==> src/design/ppo_cfg.svh <==
// Offsets, field positions, reset values and bus answers of the pulse
// pattern output unit. Assumes byte addresses on a 32-bit register bus.
`ifndef PPO_CFG_SVH
`define PPO_CFG_SVH

// Register byte offsets, one aligned word each
`define PPO_OFF_EN_H 8'h00
`define PPO_OFF_EN_L 8'h04
`define PPO_OFF_OUT_H 8'h08
`define PPO_OFF_OUT_L 8'h0c
`define PPO_OFF_PD_H_A 8'h10
`define PPO_OFF_PD_H_B 8'h14
`define PPO_OFF_PD_L_A 8'h18
`define PPO_OFF_PD_L_B 8'h1c
`define PPO_OFF_TSEL 8'h20

// Trigger select fields, two bits per group
`define PPO_TSEL_G0 1:0
`define PPO_TSEL_G1 3:2
`define PPO_TSEL_G2 5:4
`define PPO_TSEL_G3 7:6

// Reset values
`define PPO_EN_RST 16'h0000
`define PPO_OUT_RST 16'h0000
`define PPO_PD_RST 16'h0000
`define PPO_TSEL_RST 8'hff
`define PPO_RSV_NIBBLE 4'hf

// AXI4-Lite answers
`define PPO_RESP_OKAY 2'b00
`define PPO_RESP_DECERR 2'b11

`endif

==> src/design/ppo_pkg.sv <==
// Types shared by the pulse pattern output unit.
// Assumes ppo_cfg.svh holds every number.
`default_nettype none

package ppo_pkg;
  typedef enum logic [1:0] {PPO_WR_COLLECT, PPO_WR_RESP} ppo_wr_e;
  typedef enum logic [1:0] {PPO_RD_IDLE, PPO_RD_FETCH, PPO_RD_RESP} ppo_rd_e;
  typedef enum logic [3:0] {
    PPO_REG_NONE, PPO_REG_EN_H, PPO_REG_EN_L, PPO_REG_OUT_H, PPO_REG_OUT_L,
    PPO_REG_PD_H_ALL, PPO_REG_PD_H_UP, PPO_REG_PD_H_LO,
    PPO_REG_PD_L_ALL, PPO_REG_PD_L_UP, PPO_REG_PD_L_LO, PPO_REG_TSEL
  } ppo_reg_e;
endpackage

`default_nettype wire

==> src/design/ppo_ifs.sv <==
// Internal carriers of the pulse pattern output unit: register access
// from the bus slave, and trigger selection. Single clock domain.
`timescale 1ns/1ps
`default_nettype none

interface ppo_bus_if #(parameter int ADDR_W = 8);
  logic wr_en;
  logic [ADDR_W-1:0] wr_addr;
  logic [7:0] wr_data;
  logic wr_strb;
  logic wr_ok;
  logic [ADDR_W-1:0] rd_addr;
  logic [7:0] rd_data;
  logic rd_ok;
  modport master (output wr_en, wr_addr, wr_data, wr_strb, rd_addr,
                  input wr_ok, rd_data, rd_ok);
  modport regs (input wr_en, wr_addr, wr_data, wr_strb, rd_addr,
                output wr_ok, rd_data, rd_ok);
endinterface

interface ppo_trig_if;
  logic [7:0] sel;
  logic [3:0] match;
  logic [3:0] fire;
  modport sel_unit (input sel, match, output fire);
  modport user (output sel, match, input fire);
endinterface

`default_nettype wire

==> src/design/ppo_trig_sel.sv <==
// Per-group output trigger selection of the pulse pattern output unit.
// Assumes compare-match pulses that are synchronous to the core clock.
`timescale 1ns/1ps
`default_nettype none

module ppo_trig_sel (
  // Select fields in, group triggers out
  ppo_trig_if.sel_unit trg
);
  // Picks the compare match of the timer channel that a code names
  function automatic logic pick(input logic [1:0] code,
                                input logic [3:0] match);
    pick = match[code];
  endfunction

  // One selector per group; combinational so the load lands on the match
  for (genvar g = 0; g < 4; g++) begin : gen_grp
    assign trg.fire[g] = pick(trg.sel[2*g +: 2], trg.match);
  end
endmodule

`default_nettype wire

==> src/design/ppo_axil_slave.sv <==
// AXI4-Lite slave front end of the pulse pattern output unit.
// Assumes the register side answers decode results in the same cycle.
`timescale 1ns/1ps
`default_nettype none
`include "ppo_cfg.svh"

module ppo_axil_slave
  import ppo_pkg::*;
#(parameter int ADDR_W = 8) (
  // Clock and reset
  input wire logic core_clk,
  input wire logic resetn,
  // Write address and data
  input wire logic [ADDR_W-1:0] s_axi_awaddr,
  input wire logic s_axi_awvalid,
  output logic s_axi_awready,
  input wire logic [31:0] s_axi_wdata,
  input wire logic [3:0] s_axi_wstrb,
  input wire logic s_axi_wvalid,
  output logic s_axi_wready,
  // Write response
  output logic [1:0] s_axi_bresp,
  output logic s_axi_bvalid,
  input wire logic s_axi_bready,
  // Read address and data
  input wire logic [ADDR_W-1:0] s_axi_araddr,
  input wire logic s_axi_arvalid,
  output logic s_axi_arready,
  output logic [31:0] s_axi_rdata,
  output logic [1:0] s_axi_rresp,
  output logic s_axi_rvalid,
  input wire logic s_axi_rready,
  // Register side
  ppo_bus_if.master bus
);
  ppo_wr_e wr_state, next_wr_state;
  logic aw_held, next_aw_held, w_held, next_w_held;
  logic [ADDR_W-1:0] wr_addr, next_wr_addr;
  logic [7:0] wr_data, next_wr_data;
  logic wr_strb, next_wr_strb;
  logic next_awready, next_wready, next_bvalid;
  logic [1:0] next_bresp;
  ppo_rd_e rd_state, next_rd_state;
  logic [ADDR_W-1:0] rd_addr, next_rd_addr;
  logic next_arready, next_rvalid;
  logic [31:0] next_rdata;
  logic [1:0] next_rresp;

  // Only the low byte lane carries register data
  assign bus.wr_en = (wr_state == PPO_WR_COLLECT) && aw_held && w_held;
  assign bus.wr_addr = wr_addr;
  assign bus.wr_data = wr_data;
  assign bus.wr_strb = wr_strb;
  assign bus.rd_addr = rd_addr;

  // Write channel: address and data taken in either order
  always_comb begin
    next_wr_state = wr_state;
    next_aw_held = aw_held;
    next_w_held = w_held;
    next_wr_addr = wr_addr;
    next_wr_data = wr_data;
    next_wr_strb = wr_strb;
    next_awready = s_axi_awready;
    next_wready = s_axi_wready;
    next_bvalid = s_axi_bvalid;
    next_bresp = s_axi_bresp;
    case (wr_state)
      PPO_WR_COLLECT: begin
        if (s_axi_awvalid && s_axi_awready) begin
          next_aw_held = 1'b1;
          next_awready = 1'b0;
          next_wr_addr = s_axi_awaddr;
        end
        if (s_axi_wvalid && s_axi_wready) begin
          next_w_held = 1'b1;
          next_wready = 1'b0;
          next_wr_data = s_axi_wdata[7:0];
          next_wr_strb = s_axi_wstrb[0];
        end
        if (aw_held && w_held) begin
          next_aw_held = 1'b0;
          next_w_held = 1'b0;
          next_bvalid = 1'b1;
          next_bresp = bus.wr_ok ? `PPO_RESP_OKAY : `PPO_RESP_DECERR;
          next_wr_state = PPO_WR_RESP;
        end
      end
      default: begin
        if (s_axi_bready) begin
          next_bvalid = 1'b0;
          next_awready = 1'b1;
          next_wready = 1'b1;
          next_wr_state = PPO_WR_COLLECT;
        end
      end
    endcase
  end

  always_ff @(posedge core_clk or negedge resetn) begin
    if (!resetn) begin
      wr_state <= PPO_WR_COLLECT;
      aw_held <= 1'b0;
      w_held <= 1'b0;
      wr_addr <= '0;
      wr_data <= 8'h00;
      wr_strb <= 1'b0;
      s_axi_awready <= 1'b1;
      s_axi_wready <= 1'b1;
      s_axi_bvalid <= 1'b0;
      s_axi_bresp <= `PPO_RESP_OKAY;
    end else begin
      wr_state <= next_wr_state;
      aw_held <= next_aw_held;
      w_held <= next_w_held;
      wr_addr <= next_wr_addr;
      wr_data <= next_wr_data;
      wr_strb <= next_wr_strb;
      s_axi_awready <= next_awready;
      s_axi_wready <= next_wready;
      s_axi_bvalid <= next_bvalid;
      s_axi_bresp <= next_bresp;
    end
  end

  // Read channel: one fetch cycle so the read data leave a register
  always_comb begin
    next_rd_state = rd_state;
    next_rd_addr = rd_addr;
    next_arready = s_axi_arready;
    next_rvalid = s_axi_rvalid;
    next_rdata = s_axi_rdata;
    next_rresp = s_axi_rresp;
    case (rd_state)
      PPO_RD_IDLE: begin
        if (s_axi_arvalid && s_axi_arready) begin
          next_rd_addr = s_axi_araddr;
          next_arready = 1'b0;
          next_rd_state = PPO_RD_FETCH;
        end
      end
      PPO_RD_FETCH: begin
        next_rdata = {24'h000000, bus.rd_data};
        next_rresp = bus.rd_ok ? `PPO_RESP_OKAY : `PPO_RESP_DECERR;
        next_rvalid = 1'b1;
        next_rd_state = PPO_RD_RESP;
      end
      default: begin
        if (s_axi_rready) begin
          next_rvalid = 1'b0;
          next_arready = 1'b1;
          next_rd_state = PPO_RD_IDLE;
        end
      end
    endcase
  end

  always_ff @(posedge core_clk or negedge resetn) begin
    if (!resetn) begin
      rd_state <= PPO_RD_IDLE;
      rd_addr <= '0;
      s_axi_arready <= 1'b1;
      s_axi_rvalid <= 1'b0;
      s_axi_rdata <= 32'h00000000;
      s_axi_rresp <= `PPO_RESP_OKAY;
    end else begin
      rd_state <= next_rd_state;
      rd_addr <= next_rd_addr;
      s_axi_arready <= next_arready;
      s_axi_rvalid <= next_rvalid;
      s_axi_rdata <= next_rdata;
      s_axi_rresp <= next_rresp;
    end
  end
endmodule

`default_nettype wire

==> src/design/ppo_top.sv <==
// Data path of the pulse pattern output unit: next-data enables, output
// levels, next-data registers and per-group trigger loads, behind an
// AXI4-Lite register port.
// Assumes compare-match pulses from a timer on the same core clock, one
// cycle each, and a single asynchronous active-low reset.
`timescale 1ns/1ps
`default_nettype none
`include "ppo_cfg.svh"

// Notes on behaviour
// Enabled low bits copy their next data into output on group trigger.
// Disabled low bits keep their output level when the trigger fires.
// Output bits enabled for pulse output ignore CPU writes.
// High output bits ignore CPU writes while their enable is set.
// High output bits take CPU writes while their enable is clear.
// Enabled high output bits load high next data on every trigger.
// Enabled low output bits load low next data on every trigger.
// The sixteen output level bits drive the sixteen pulse outputs.
// Next-data addresses depend on whether paired groups share a trigger.
// Groups 2 and 3 sharing a trigger: all high next data at one word.
// Otherwise bits 15..12 and 11..8 sit at two separate words.
// Reserved nibbles in split layout read as ones, writes ignored.
// A group loads on the trigger chosen in the trigger select register.
// Enabled high bits copy high next data on trigger; others do not.
// Select codes 00 to 11 pick timer channel 0 to 3 compare match.
// Low next data maps the same way, keyed on groups 0 and 1.
// Data bits reset to zero; a trigger updates its whole group at once.
module ppo_top
  import ppo_pkg::*;
#(parameter int ADDR_W = 8) (
  // Clock and reset
  input wire logic core_clk,
  input wire logic resetn,

  // AXI4-Lite write address and data
  input wire logic [ADDR_W-1:0] s_axi_awaddr,
  input wire logic s_axi_awvalid,
  output logic s_axi_awready,
  input wire logic [31:0] s_axi_wdata,
  input wire logic [3:0] s_axi_wstrb,
  input wire logic s_axi_wvalid,
  output logic s_axi_wready,

  // AXI4-Lite write response
  output logic [1:0] s_axi_bresp,
  output logic s_axi_bvalid,
  input wire logic s_axi_bready,

  // AXI4-Lite read address and data
  input wire logic [ADDR_W-1:0] s_axi_araddr,
  input wire logic s_axi_arvalid,
  output logic s_axi_arready,
  output logic [31:0] s_axi_rdata,
  output logic [1:0] s_axi_rresp,
  output logic s_axi_rvalid,
  input wire logic s_axi_rready,

  // Timer compare matches, channels 3..0, one-cycle pulses
  input wire logic [3:0] cmp_match,

  // Pulse output pins
  output logic [15:0] pulse_out
);
  ppo_bus_if #(.ADDR_W(ADDR_W)) bus ();
  ppo_trig_if trg ();

  // Unit state: bit 15..8 is the high half, 7..0 the low half
  logic [15:0] next_enable_bits;
  logic [15:0] next_next_enable_bits;
  logic [15:0] out_level_bits;
  logic [15:0] next_out_level_bits;
  logic [15:0] pending_data_bits;
  logic [15:0] next_pending_data_bits;
  logic [7:0] trigger_select_reg;
  logic [7:0] next_trigger_select_reg;

  logic [15:0] fire_mask;
  logic [15:0] load_mask;
  logic shared_hi;
  logic shared_lo;
  ppo_reg_e wr_reg;
  ppo_reg_e rd_reg;

  // Maps a bus address onto a register, given the current pairing of
  // groups; the same map serves reads and writes so they never disagree
  function automatic ppo_reg_e decode(input logic [ADDR_W-1:0] addr,
                                      input logic sh_hi,
                                      input logic sh_lo);
    logic [ADDR_W-1:0] word;
    word = {addr[ADDR_W-1:2], 2'b00};
    decode = PPO_REG_NONE;
    if (word == ADDR_W'(`PPO_OFF_EN_H)) begin
      decode = PPO_REG_EN_H;
    end else if (word == ADDR_W'(`PPO_OFF_EN_L)) begin
      decode = PPO_REG_EN_L;
    end else if (word == ADDR_W'(`PPO_OFF_OUT_H)) begin
      decode = PPO_REG_OUT_H;
    end else if (word == ADDR_W'(`PPO_OFF_OUT_L)) begin
      decode = PPO_REG_OUT_L;
    end else if (word == ADDR_W'(`PPO_OFF_PD_H_A)) begin
      decode = sh_hi ? PPO_REG_PD_H_ALL : PPO_REG_PD_H_UP;
    end else if (word == ADDR_W'(`PPO_OFF_PD_H_B) && !sh_hi) begin
      decode = PPO_REG_PD_H_LO;
    end else if (word == ADDR_W'(`PPO_OFF_PD_L_A)) begin
      decode = sh_lo ? PPO_REG_PD_L_ALL : PPO_REG_PD_L_UP;
    end else if (word == ADDR_W'(`PPO_OFF_PD_L_B) && !sh_lo) begin
      decode = PPO_REG_PD_L_LO;
    end else if (word == ADDR_W'(`PPO_OFF_TSEL)) begin
      decode = PPO_REG_TSEL;
    end
  endfunction

  // Bus front end
  ppo_axil_slave #(.ADDR_W(ADDR_W)) u_slave (
    .core_clk(core_clk),
    .resetn(resetn),
    .s_axi_awaddr(s_axi_awaddr),
    .s_axi_awvalid(s_axi_awvalid),
    .s_axi_awready(s_axi_awready),
    .s_axi_wdata(s_axi_wdata),
    .s_axi_wstrb(s_axi_wstrb),
    .s_axi_wvalid(s_axi_wvalid),
    .s_axi_wready(s_axi_wready),
    .s_axi_bresp(s_axi_bresp),
    .s_axi_bvalid(s_axi_bvalid),
    .s_axi_bready(s_axi_bready),
    .s_axi_araddr(s_axi_araddr),
    .s_axi_arvalid(s_axi_arvalid),
    .s_axi_arready(s_axi_arready),
    .s_axi_rdata(s_axi_rdata),
    .s_axi_rresp(s_axi_rresp),
    .s_axi_rvalid(s_axi_rvalid),
    .s_axi_rready(s_axi_rready),
    .bus(bus.master)
  );

  // Trigger selection per group
  assign trg.sel = trigger_select_reg;
  assign trg.match = cmp_match;

  ppo_trig_sel u_trig (
    .trg(trg.sel_unit)
  );

  // A group's trigger covers its four bits together
  for (genvar g = 0; g < 4; g++) begin : gen_mask
    assign fire_mask[4*g +: 4] = {4{trg.fire[g]}};
  end
  assign load_mask = next_enable_bits & fire_mask;

  // Pairing of groups decides the next-data layout
  // A pairing change re-maps the words at once; stored bits are kept
  assign shared_hi = trigger_select_reg[`PPO_TSEL_G3] ==
                     trigger_select_reg[`PPO_TSEL_G2];
  assign shared_lo = trigger_select_reg[`PPO_TSEL_G1] ==
                     trigger_select_reg[`PPO_TSEL_G0];

  assign wr_reg = decode(bus.wr_addr, shared_hi, shared_lo);
  assign rd_reg = decode(bus.rd_addr, shared_hi, shared_lo);
  assign bus.wr_ok = (wr_reg != PPO_REG_NONE);
  assign bus.rd_ok = (rd_reg != PPO_REG_NONE);

  // Read data; split next-data words fill their unused nibble with ones
  // Unmapped words read as zero; the slave answers them with an error
  always_comb begin
    bus.rd_data = 8'h00;
    case (rd_reg)
      PPO_REG_EN_H: begin
        bus.rd_data = next_enable_bits[15:8];
      end

      PPO_REG_EN_L: begin
        bus.rd_data = next_enable_bits[7:0];
      end

      PPO_REG_OUT_H: begin
        bus.rd_data = out_level_bits[15:8];
      end

      PPO_REG_OUT_L: begin
        bus.rd_data = out_level_bits[7:0];
      end

      PPO_REG_PD_H_ALL: begin
        bus.rd_data = pending_data_bits[15:8];
      end

      PPO_REG_PD_H_UP: begin
        bus.rd_data = {pending_data_bits[15:12], `PPO_RSV_NIBBLE};
      end

      PPO_REG_PD_H_LO: begin
        bus.rd_data = {`PPO_RSV_NIBBLE, pending_data_bits[11:8]};
      end

      PPO_REG_PD_L_ALL: begin
        bus.rd_data = pending_data_bits[7:0];
      end

      PPO_REG_PD_L_UP: begin
        bus.rd_data = {pending_data_bits[7:4], `PPO_RSV_NIBBLE};
      end

      PPO_REG_PD_L_LO: begin
        bus.rd_data = {`PPO_RSV_NIBBLE, pending_data_bits[3:0]};
      end

      PPO_REG_TSEL: begin
        bus.rd_data = trigger_select_reg;
      end

      default: begin
        bus.rd_data = 8'h00;
      end
    endcase
  end

  // Next values. The trigger load and a CPU write to the output levels
  // touch disjoint bits (enabled versus disabled), so they never clash.
  // A write to next data in the trigger cycle lands after the old value
  // has been loaded, which is what software pacing on the match expects.
  always_comb begin
    next_next_enable_bits = next_enable_bits;
    next_pending_data_bits = pending_data_bits;
    next_trigger_select_reg = trigger_select_reg;

    // Trigger load, whole group in one cycle
    next_out_level_bits = (out_level_bits & ~load_mask) |
                          (pending_data_bits & load_mask);

    if (bus.wr_en && bus.wr_strb) begin
      case (wr_reg)
        PPO_REG_EN_H: begin
          next_next_enable_bits[15:8] = bus.wr_data;
        end

        PPO_REG_EN_L: begin
          next_next_enable_bits[7:0] = bus.wr_data;
        end

        PPO_REG_OUT_H: begin
          next_out_level_bits[15:8] =
            (next_out_level_bits[15:8] & next_enable_bits[15:8]) |
            (bus.wr_data & ~next_enable_bits[15:8]);
        end

        PPO_REG_OUT_L: begin
          next_out_level_bits[7:0] =
            (next_out_level_bits[7:0] & next_enable_bits[7:0]) |
            (bus.wr_data & ~next_enable_bits[7:0]);
        end

        PPO_REG_PD_H_ALL: begin
          next_pending_data_bits[15:8] = bus.wr_data;
        end

        PPO_REG_PD_H_UP: begin
          next_pending_data_bits[15:12] = bus.wr_data[7:4];
        end

        PPO_REG_PD_H_LO: begin
          next_pending_data_bits[11:8] = bus.wr_data[3:0];
        end

        PPO_REG_PD_L_ALL: begin
          next_pending_data_bits[7:0] = bus.wr_data;
        end

        PPO_REG_PD_L_UP: begin
          next_pending_data_bits[7:4] = bus.wr_data[7:4];
        end

        PPO_REG_PD_L_LO: begin
          next_pending_data_bits[3:0] = bus.wr_data[3:0];
        end

        PPO_REG_TSEL: begin
          next_trigger_select_reg = bus.wr_data;
        end

        default: begin
        end
      endcase
    end
  end

  // Unit registers. The select field resets to all ones, so both pairs
  // start shared and the next-data words open in eight-bit form
  always_ff @(posedge core_clk or negedge resetn) begin
    if (!resetn) begin
      next_enable_bits <= `PPO_EN_RST;
      out_level_bits <= `PPO_OUT_RST;
      pending_data_bits <= `PPO_PD_RST;
      trigger_select_reg <= `PPO_TSEL_RST;
    end else begin
      next_enable_bits <= next_next_enable_bits;
      out_level_bits <= next_out_level_bits;
      pending_data_bits <= next_pending_data_bits;
      trigger_select_reg <= next_trigger_select_reg;
    end
  end

  // Pins follow the output levels directly, no extra stage
  assign pulse_out = out_level_bits;
endmodule

`default_nettype wire

==> config.mk <==
export PLATFORM = sky130hd
export DESIGN_NAME = ppo_top
export DESIGN_NICKNAME = d
export VERILOG_FILES = /design/src/design/ppo_pkg.sv /design/src/design/ppo_ifs.sv /design/src/design/ppo_trig_sel.sv /design/src/design/ppo_axil_slave.sv /design/src/design/ppo_top.sv
export VERILOG_INCLUDE_DIRS = /design/src /design/src/design
export SDC_FILE = /design/constraint.sdc
export NUM_CORES = 1
export LEC_CHECK = 0
export BUFFER_PORTS_ARGS = -buffer_cell sky130_fd_sc_hd__buf_4
export CAP_MARGIN = 25
export CORE_MARGIN = 4
export CORE_UTILIZATION = 30
export CTS_BUF_LIST = sky130_fd_sc_hd__clkbuf_4 sky130_fd_sc_hd__clkbuf_8 sky130_fd_sc_hd__clkbuf_16
export CTS_CLUSTER_DIAMETER = 100
export DETAILED_ROUTE_END_ITERATION = 16
export HOLD_SLACK_MARGIN = 0.12
export RECOVER_POWER = 100
export SLEW_MARGIN = 20
export SYNTH_ARGS = -nofsm -noshare
export SYNTH_HDL_FRONTEND = slang
export SYNTH_HIERARCHICAL = 1
export SYNTH_SLANG_ARGS = --single-unit
==> constraint.sdc <==
create_clock -name core_clk -period 7.7 [get_ports core_clk]
set_clock_uncertainty 0.1 [all_clocks]
set_input_delay 1.925 -clock core_clk [delete_from_list [all_inputs] [get_ports core_clk]]
set_output_delay 1.925 -clock core_clk [all_outputs]
set_load 0.1 [all_outputs]
==> impl_metrics.tcl, run 1 <==
set metrics [dict create \
    crit_slowest_cell "or4b_1" \
    hp-class "reg -> reg" \
    p_sw_mw 1.373 \
    post_cts_buffers 0 \
    h-tree-depth 3 \
    path_clk_slew_ns 0.07 \
    vias_per_cell 5.146 \
    numCtsBuffers 9 \
    gp_congestion 0.8045 \
    maxSlewHeadroom_pct -20.61 \
    initial_core_util_pct 31.01 \
    final_cells 734 \
    rsz0062_at_grt "no" \
    peakVddDrop_uv 276.2 \
    grt_overflow 0 \
    fp.dieH_um 142.6 \
    p_leak_nw 2.677 \
    drt-total-wl_um 13580 \
    antenna_found_initial 0 \
    syn-cell-area_sq_mm 0.005438 \
    root_buffer "clkbuf_16" \
    dr_wl_met2_um 6212 \
    worstPathCellList "or4b_1 > nor3b_1 > and2b_1 > o21ai_0 > a311oi_1 > nand3_1 > mux2_2" \
    grt_pass1_wl_um 21890 \
    highest_layer "met4" \
    dieArea_sq_mm 0.02034 \
    drv_slew 9 \
    violations "capacitance limit, slew limit" \
    worst_slew_pin_slew_ns 1.795 \
    placed_cells_incl_taps 718 \
    fin_crit_ns 3.824 \
    via_count 3777 \
    setup_violations 0 \
    fin_crit_sh_pct 49.66 \
    worstSetupEndpointType "flip-flop" \
    grt_max_degree 83 \
    switching_share_pct 51.48 \
    seqPwrFrac_pct 36.8 \
    p_clk_share_pct 17.7 \
    cts_hold_buf 0 \
    power.internal_mw 1.294 \
    grt_pass1_vias 3951 \
    crit_arrival_ns 3.96 \
    slowest_delay_ns 0.67 \
    critPathKind "reg -> reg" \
    die_width_um 142.6 \
    power_frac_comb_pct 45.6 \
    rows 48 \
    power_density_mw_per_mm2 440.1 \
    drc 0 \
    hold_viol 0 \
    clock_latency_ns 0.36 \
    syn_avg_cell_area_sq_um 12.06 \
    ant_nets 0 \
    outcome "finished with violations" \
    firstDrtPassIters 4 \
    cts_resized 0 \
    n_antenna_cell 0 \
    clkSinkCount 96 \
    dpl.hpwl_um 10150 \
    synthCells 451 \
    first_iter_violations 407 \
    max_freq_mhz 261.5 \
    wl_per_cell_um 18.50 \
    cp_data_required_time_ns 7.84 \
    core_sq_mm 0.01754 \
    timing.hold.ws_ns 0.4005 \
    wl_met3_um 868 \
    grt.total_usage_pct 13.80 \
    clockBufferDepth 2 \
    drive_above_1_share_pct 24.36 \
    io_buffer_count 64 \
    cts_tree "yes" \
    worst_slack_ns 3.876 \
    ios 120 \
    critPathTopFamily "simple AND/OR/NAND/NOR gates" \
    startpoint_type "flip-flop" \
    cap_viol_max_count 1 \
    nNetsFinal 567 \
    pre_cts_slack_ns 4.324 \
    wl_met1_um 6213 \
    critPathBufInv 0 \
    final_util_pct 34.56 \
    tns_ns 0 \
    yosys_warnings 6 \
    syn_to_final_growth_pct 11.46 \
    crit_fanout 16 \
]
## power by group through the flow
stage | combinational [mW] | sequential, mW | clock [mW]
final | 1.21 | 0.981 | 0.471
after global routing | 1.29 | 1.02 | 0.508
after CTS | 1.32 | 0.983 | 0.485
after detailed placement | 1.31 | 0.991 | 0
after global placement | 1.29 | 0.971 | 0
after floorplan | 0.645 | 1.36 | 0
## cell type report
cell class                 count  area, sq um
clock inverter                 4        53.80
tap                          225        281.5
clock buffer                  12        260.3
inverter                      14        52.55
fill                        1798        11480
timing repair buffer          66        352.8
sequential                    96         2416
multi-input combinational    317         2644
## registers in the layout, summed over array words and instances (netlist names)
signal                 cells
next_enable_bits          16
pending_data_bits         16
pulse_out                 16
trg.sel                    8
u_slave/aw_held            1
u_slave/bus.rd_addr        6
u_slave/bus.wr_addr        6
u_slave/bus.wr_data        8
u_slave/bus.wr_strb        1
u_slave/rd_state           2
u_slave/s_axi_arready      1
u_slave/s_axi_awready      1
u_slave/s_axi_bresp        1
u_slave/s_axi_rdata        8
u_slave/s_axi_rresp        1
u_slave/s_axi_rvalid       1
u_slave/s_axi_wready       1
u_slave/w_held             1
u_slave/wr_state           1
## metal layers
layer / global-route usage [%] / up-vias
met3: 3.583 / 22
li1: - / 1752
met1: 18.45 / 1878
met5: 0 / -
met2: 21.49 / 125
met4: 5.353 / 0
## worst paths after layout
path | end | depth (start not counted) | startpoint | slack, ns
max in group asynchronous | u_slave/s_axi_rdata[0] | 2 | resetn | 4.72
setup / recovery | u_slave/s_axi_rdata[6] | 7 | u_slave/bus.rd_addr[5] | 3.88
min in group asynchronous | u_slave/bus.rd_addr[5] | 1 | resetn | 1.57
setup reg to reg | u_slave/s_axi_rdata[6] | 7 | u_slave/bus.rd_addr[5] | 3.88
hold reg to reg | pulse_out[10] | 1 | next_enable_bits[10] | 0.40
hold / removal | pulse_out[10] | 1 | next_enable_bits[10] | 0.40
## layout by cell type, fill, tap and decap left out, types with 6 or more instances in the layout
cell type and n:
nor3_1 6, nor2_1 9, mux2_1 11, a221o_1 7, inv_1 14, buf_4 25, a311oi_1 6, dfstp_2 10
nand3b_1 7, dfrtp_1 85, mux2_2 58, clkbuf_1 39, o21ai_0 11, xor2_1 6, mux2i_1 47, conb_1 24
nand3_1 15, nor4bb_1 6, a21oi_1 13, clkbuf_16 9, nand2_1 10
## metrics by stage
stage               total power, mW  area [sq um]
finish                        2.667          6061
floorplan                     2.005          5524
detailed placement            2.305          5986
CTS                           2.787          6300
global route                  2.814          6061
global placement              2.256          5981
No activity file was read; power rests on OpenSTA's default activity.
==> inputs of run 2 (changes only) <==
ABC_AREA = 1   (was unset)
clock period = 3.8 ns   (was 7.7 ns; I/O delays follow)
==> impl_metrics.tcl, run 2 <==
set metrics [dict create \
    synthCells 737 \
    p_clk_share_pct 15.6 \
    worstSetupEndpointType "output pin" \
    tns_ns 0 \
    worstHoldStart "u_slave/s_axi_rdata[2]" \
    dieArea_sq_mm 0.02063 \
    grt.total_usage_pct 13.73 \
    drt-total-wl_um 13740 \
    yosys_warnings 6 \
    grt_overflow 0 \
    final_common_cell "nand2_1" \
    critPathBufInv 1 \
    io_buffer_count 64 \
    fp.dieH_um 143.6 \
    wl_per_cell_um 13.34 \
    syn-cell-area_sq_mm 0.005518 \
    hp-class "reg -> reg" \
    r2r_start "u_slave/wr_state[0]" \
    grt_pass1_vias 4358 \
    rows 49 \
    via_count 4714 \
    root_buffer "clkbuf_16" \
    slowest_delay_ns 0.88 \
    post_cts_buffers 0 \
    worstPathCellList "clkbuf_1" \
    cap_viol_max_count 1 \
    core_sq_mm 0.01802 \
    first_iter_violations 285 \
    grt_max_degree 63 \
    crit_slowest_cell "clkbuf_1" \
    drive_above_1_share_pct 12.86 \
    reg2regPathDepth 6 \
    antenna_found_initial 0 \
    switching_share_pct 55.20 \
    critPathKind "reg -> out" \
    seqPwrFrac_pct 32.1 \
    vias_per_cell 4.577 \
    numCtsBuffers 9 \
    regToRegEndpoint "next_enable_bits[5]" \
    power.internal_mw 2.567 \
    gp_congestion 0.8628 \
    drv_slew 35 \
    clkSinkCount 96 \
    initial_core_util_pct 30.61 \
    startpoint_type "flip-flop" \
    fin_crit_sh_pct 76.93 \
    fin_crit_ns 2.923 \
    n_antenna_cell 0 \
    maxSlewHeadroom_pct -33.70 \
    path_clk_slew_ns 0.06 \
    max_freq_mhz 342.1 \
    power_frac_comb_pct 52.4 \
    crit_arrival_ns 1.87 \
    layout_common_cells "nand2_1 (253), inv_1 (85), dfrtp_1 (85)" \
    cp_data_required_time_ns 2.75 \
    ant_nets 0 \
    cts_resized 0 \
    p_sw_mw 3.162 \
    firstDrtPassIters 5 \
    timing.hold.ws_ns 0.3696 \
    final_util_pct 34.47 \
    ios 120 \
    violations "capacitance limit, slew limit" \
    die_width_um 143.6 \
    hold_depth 2 \
    h-tree-depth 3 \
    dpl.hpwl_um 10260 \
    syn_avg_cell_area_sq_um 7.487 \
    syn_to_final_growth_pct 12.61 \
    power_density_mw_per_mm2 922.1 \
    rsz0062_at_grt "no" \
    peakVddDrop_uv 657.9 \
    min_to "u_slave/s_axi_rdata[2]" \
    critPathTopFamily "buffers and inverters" \
    clock_latency_ns 0.35 \
    cts_hold_buf 0 \
    outcome "finished with violations" \
    cts_tree "yes" \
    drc 0 \
    nNetsFinal 859 \
    worst_slew_pin_slew_ns 2.005 \
    setup_violations 0 \
    rrSetupSlack_ns 1.07 \
    p_leak_nw 2.979 \
    clockBufferDepth 2 \
    p_total_mw 5.729 \
    hold_viol 0 \
    grt_pass1_wl_um 22340 \
    crit_fanout 12 \
]
==> run 2: worst max-delay path by stage <==
stage	from	endpoint	slack, ns	cells after the start
after global routing	u_slave/aw_held	next_enable_bits[5]	0.73	7
after floorplan	u_slave/s_axi_bresp[0]	s_axi_bresp[1]	1.41	1
after CTS	u_slave/s_axi_wready	s_axi_wready	1.40	1
final	u_slave/s_axi_wready	s_axi_wready	0.88	1
after global placement	cmp_match[3]	pulse_out[15]	1.36	14
after detailed placement	cmp_match[2]	pulse_out[15]	1.35	14
==> run 2: final cells by class <==
cell class	instances	area [sq um]
inverter	100	375.4
tap	229	286.5
clock buffer	16	290.3
multi-input combinational	523	2469
timing repair buffer	66	376.6
fill	1974	11810
sequential	96	2416
==> run 2: per-stage QoR <==
stage | instance area [sq um] | cells | setup slack (ns)
2_1_floorplan | 5604 | 760 | 1.410
3_3_place_gp | 6112 | 1014 | 1.361
3_5_place_dp | 6112 | 1014 | 1.346
4_1_cts | 6402 | 1030 | 1.404
5_1_grt | 6213 | 1030 | 0.7333
6_report | 6213 | 1030 | 0.8767
==> run 2: routing by layer <==
| layer | track usage (%) | wire (um) |
|---|---|---|
| met2 | 20.58 | 5841 |
| met3 | 3.860 | 921 |
| met4 | 2.825 | 140 |
| met1 | 19.88 | 6841 |
| met5 | 0 | 0 |
==> run 2: power groups by stage <==
| stage | Sequential (mW) | Clock [mW] | Combinational (mW) |
|---|---|---|---|
| floorplan | 2.72 | 0 | 1.63 |
| global placement | 1.87 | 0 | 3.16 |
| detailed placement | 1.87 | 0 | 3.18 |
| CTS | 1.86 | 0.920 | 3.19 |
| global route | 1.91 | 0.955 | 3.27 |
| finish | 1.84 | 0.891 | 3.00 |
==> inputs of run 3 (changes only) <==
ABC_AREA = 0   (was 1)
clock period = 3.05 ns   (was 3.8 ns; I/O delays follow)
==> impl_metrics.tcl, run 3 (synthesis gave the netlist of run 1 again) <==
set metrics [dict create \
    startpoint_type "flip-flop" \
    rsz0062_at_grt "no" \
    dr_wl_met2_um 6184 \
    hp-class "reg -> reg" \
    crit_fanout 9 \
    root_buffer "clkbuf_16" \
    syn_to_final_growth_pct 14.22 \
    grt_overflow 0 \
    crit_arrival_ns 2.93 \
    layout_common_cells "dfrtp_1 (85), mux2_2 (58), mux2i_1 (47)" \
    core_sq_mm 0.01754 \
    ios 120 \
    io_buffer_count 64 \
    ant_nets 0 \
    outcome "finished clean" \
    vias_per_cell 5.175 \
    cts_resized 0 \
    worstSetupEndpointType "flip-flop" \
    gp_congestion 0.7834 \
    fp.dieH_um 142.6 \
    nNetsFinal 580 \
    max_freq_mhz 355.5 \
    numCtsBuffers 9 \
    antenna_found_initial 0 \
    final_common_cell "dfrtp_1" \
    clock_latency_ns 0.34 \
    die_width_um 142.6 \
    h-tree-depth 3 \
    drt-total-wl_um 13540 \
    grt_pass1_wl_um 21560 \
    clockBufferDepth 2 \
    grt_max_degree 46 \
    critPathKind "reg -> reg" \
    drive_above_1_share_pct 27.20 \
    rows 48 \
    worst_slack_ns 0.2372 \
    drc 0 \
    first_iter_violations 215 \
    setup_violations 0 \
    placed_cell_area_sq_mm 0.006098 \
    dpl.hpwl_um 10290 \
    fin_crit_sh_pct 92.22 \
    critPathTopFamily "compound AO/OA/AOI/OAI gates" \
    tns_ns 0 \
    dieArea_sq_mm 0.02034 \
    wl_met1_um 6266 \
    final_cell_area_sq_mm 0.006211 \
    highest_layer "met4" \
    crit_slowest_cell "o211ai_1" \
    drv_slew 0 \
    grt_pass1_vias 3926 \
    worst_slew_pin_slew_ns 1.214 \
    fin_crit_ns 2.813 \
    hold_viol 0 \
    slowest_delay_ns 0.63 \
    pre_cts_slack_ns 0.2917 \
    via_count 3866 \
    clkSinkCount 96 \
    p_leak_nw 2.762 \
    grt.total_usage_pct 13.47 \
    fillers 1742 \
    peakVddDrop_uv 779.6 \
    worstPathCellList "xnor2_2 > a31oi_1 > o211ai_1 > or3b_1 > mux2_1" \
    maxSlewHeadroom_pct 19.07 \
    firstDrtPassIters 4 \
    wl_per_cell_um 18.13 \
    n_antenna_cell 0 \
    cts_tree "yes" \
    path_clk_slew_ns 0.07 \
    final_util_pct 35.42 \
    post_cts_buffers 0 \
    critPathBufInv 0 \
    power_density_mw_per_mm2 1098 \
    cts_hold_buf 0 \
    cap_viol_max_count 0 \
    wl_met3_um 762 \
    cp_data_required_time_ns 3.17 \
    initial_core_util_pct 31.01 \
]
==> run 3: cell count changes in the layout (fill, tap and decap cells not counted), sizes merged, moves of 23 or more <==
cell and change:
mux2 +64, nor2 -34, o21ai -76, inv -81
nand3 -31, mux2i +47, nand4 -23, nand2 -250
==> run 3: final timing paths <==
path	from	end	slack [ns]	cells after the start
max in group asynchronous	resetn	u_slave/s_axi_rdata[5]	0.66	2
max reg2reg	trg.sel[4]	next_enable_bits[1]	0.24	5
min	next_enable_bits[3]	pulse_out[3]	0.41	1
min reg2reg	next_enable_bits[3]	pulse_out[3]	0.41	1
min in group asynchronous	resetn	u_slave/bus.wr_addr[2]	0.56	1
max	trg.sel[4]	next_enable_bits[1]	0.24	5
==> run 3: per-stage QoR <==
stage / instances / power [mW] / hold WS (ns)
4_1_cts: 747 / 7.103 / 0.3547
3_5_place_dp: 731 / 5.894 / 0.3921
5_1_grt: 747 / 7.207 / 0.4292
6_report: 747 / 6.817 / 0.4057
2_1_floorplan: 474 / 5.062 / 0.3666
3_3_place_gp: 731 / 5.775 / 0.3799
==> run 3: final cells by class <==
| cell class | instances | area (sq um) | share of cell area [%] |
|---|---|---|---|
| multi-input combinational | 317 | 2704 | 43.53 |
| sequential | 96 | 2416 | 38.90 |
| timing repair buffer | 79 | 442.9 | 7.131 |
| tap | 225 | 281.5 | 4.533 |
| clock buffer | 11 | 252.7 | 4.069 |
| clock inverter | 5 | 61.31 | 0.9871 |
| inverter | 14 | 52.55 | 0.8461 |
==> run 3: routing by layer <==
layer | vias up | global-route usage (%)
met2 | 127 | 20.67
met5 | - | 0
met1 | 1928 | 18.45
li1 | 1788 | -
met3 | 23 | 2.813
met4 | 0 | 5.803
==> run 3: worst reg2reg max path: stages, from the launching register on <==
cell      delay [ns]
dfstp_2         0.62
xnor2_2         0.23
a31oi_1         0.17
o211ai_1        0.63
or3b_1          0.56
mux2_1          0.39
==> run 3: power breakdown <==
| group | internal, mW | switching, mW | total, mW | leakage, nW |
|---|---|---|---|---|
| logic | 0.870 | 2.34 | 3.21 | 1.40 |
| clock network | 0.688 | 0.496 | 1.18 | 0.157 |
| registers | 1.76 | 0.656 | 2.42 | 1.21 |
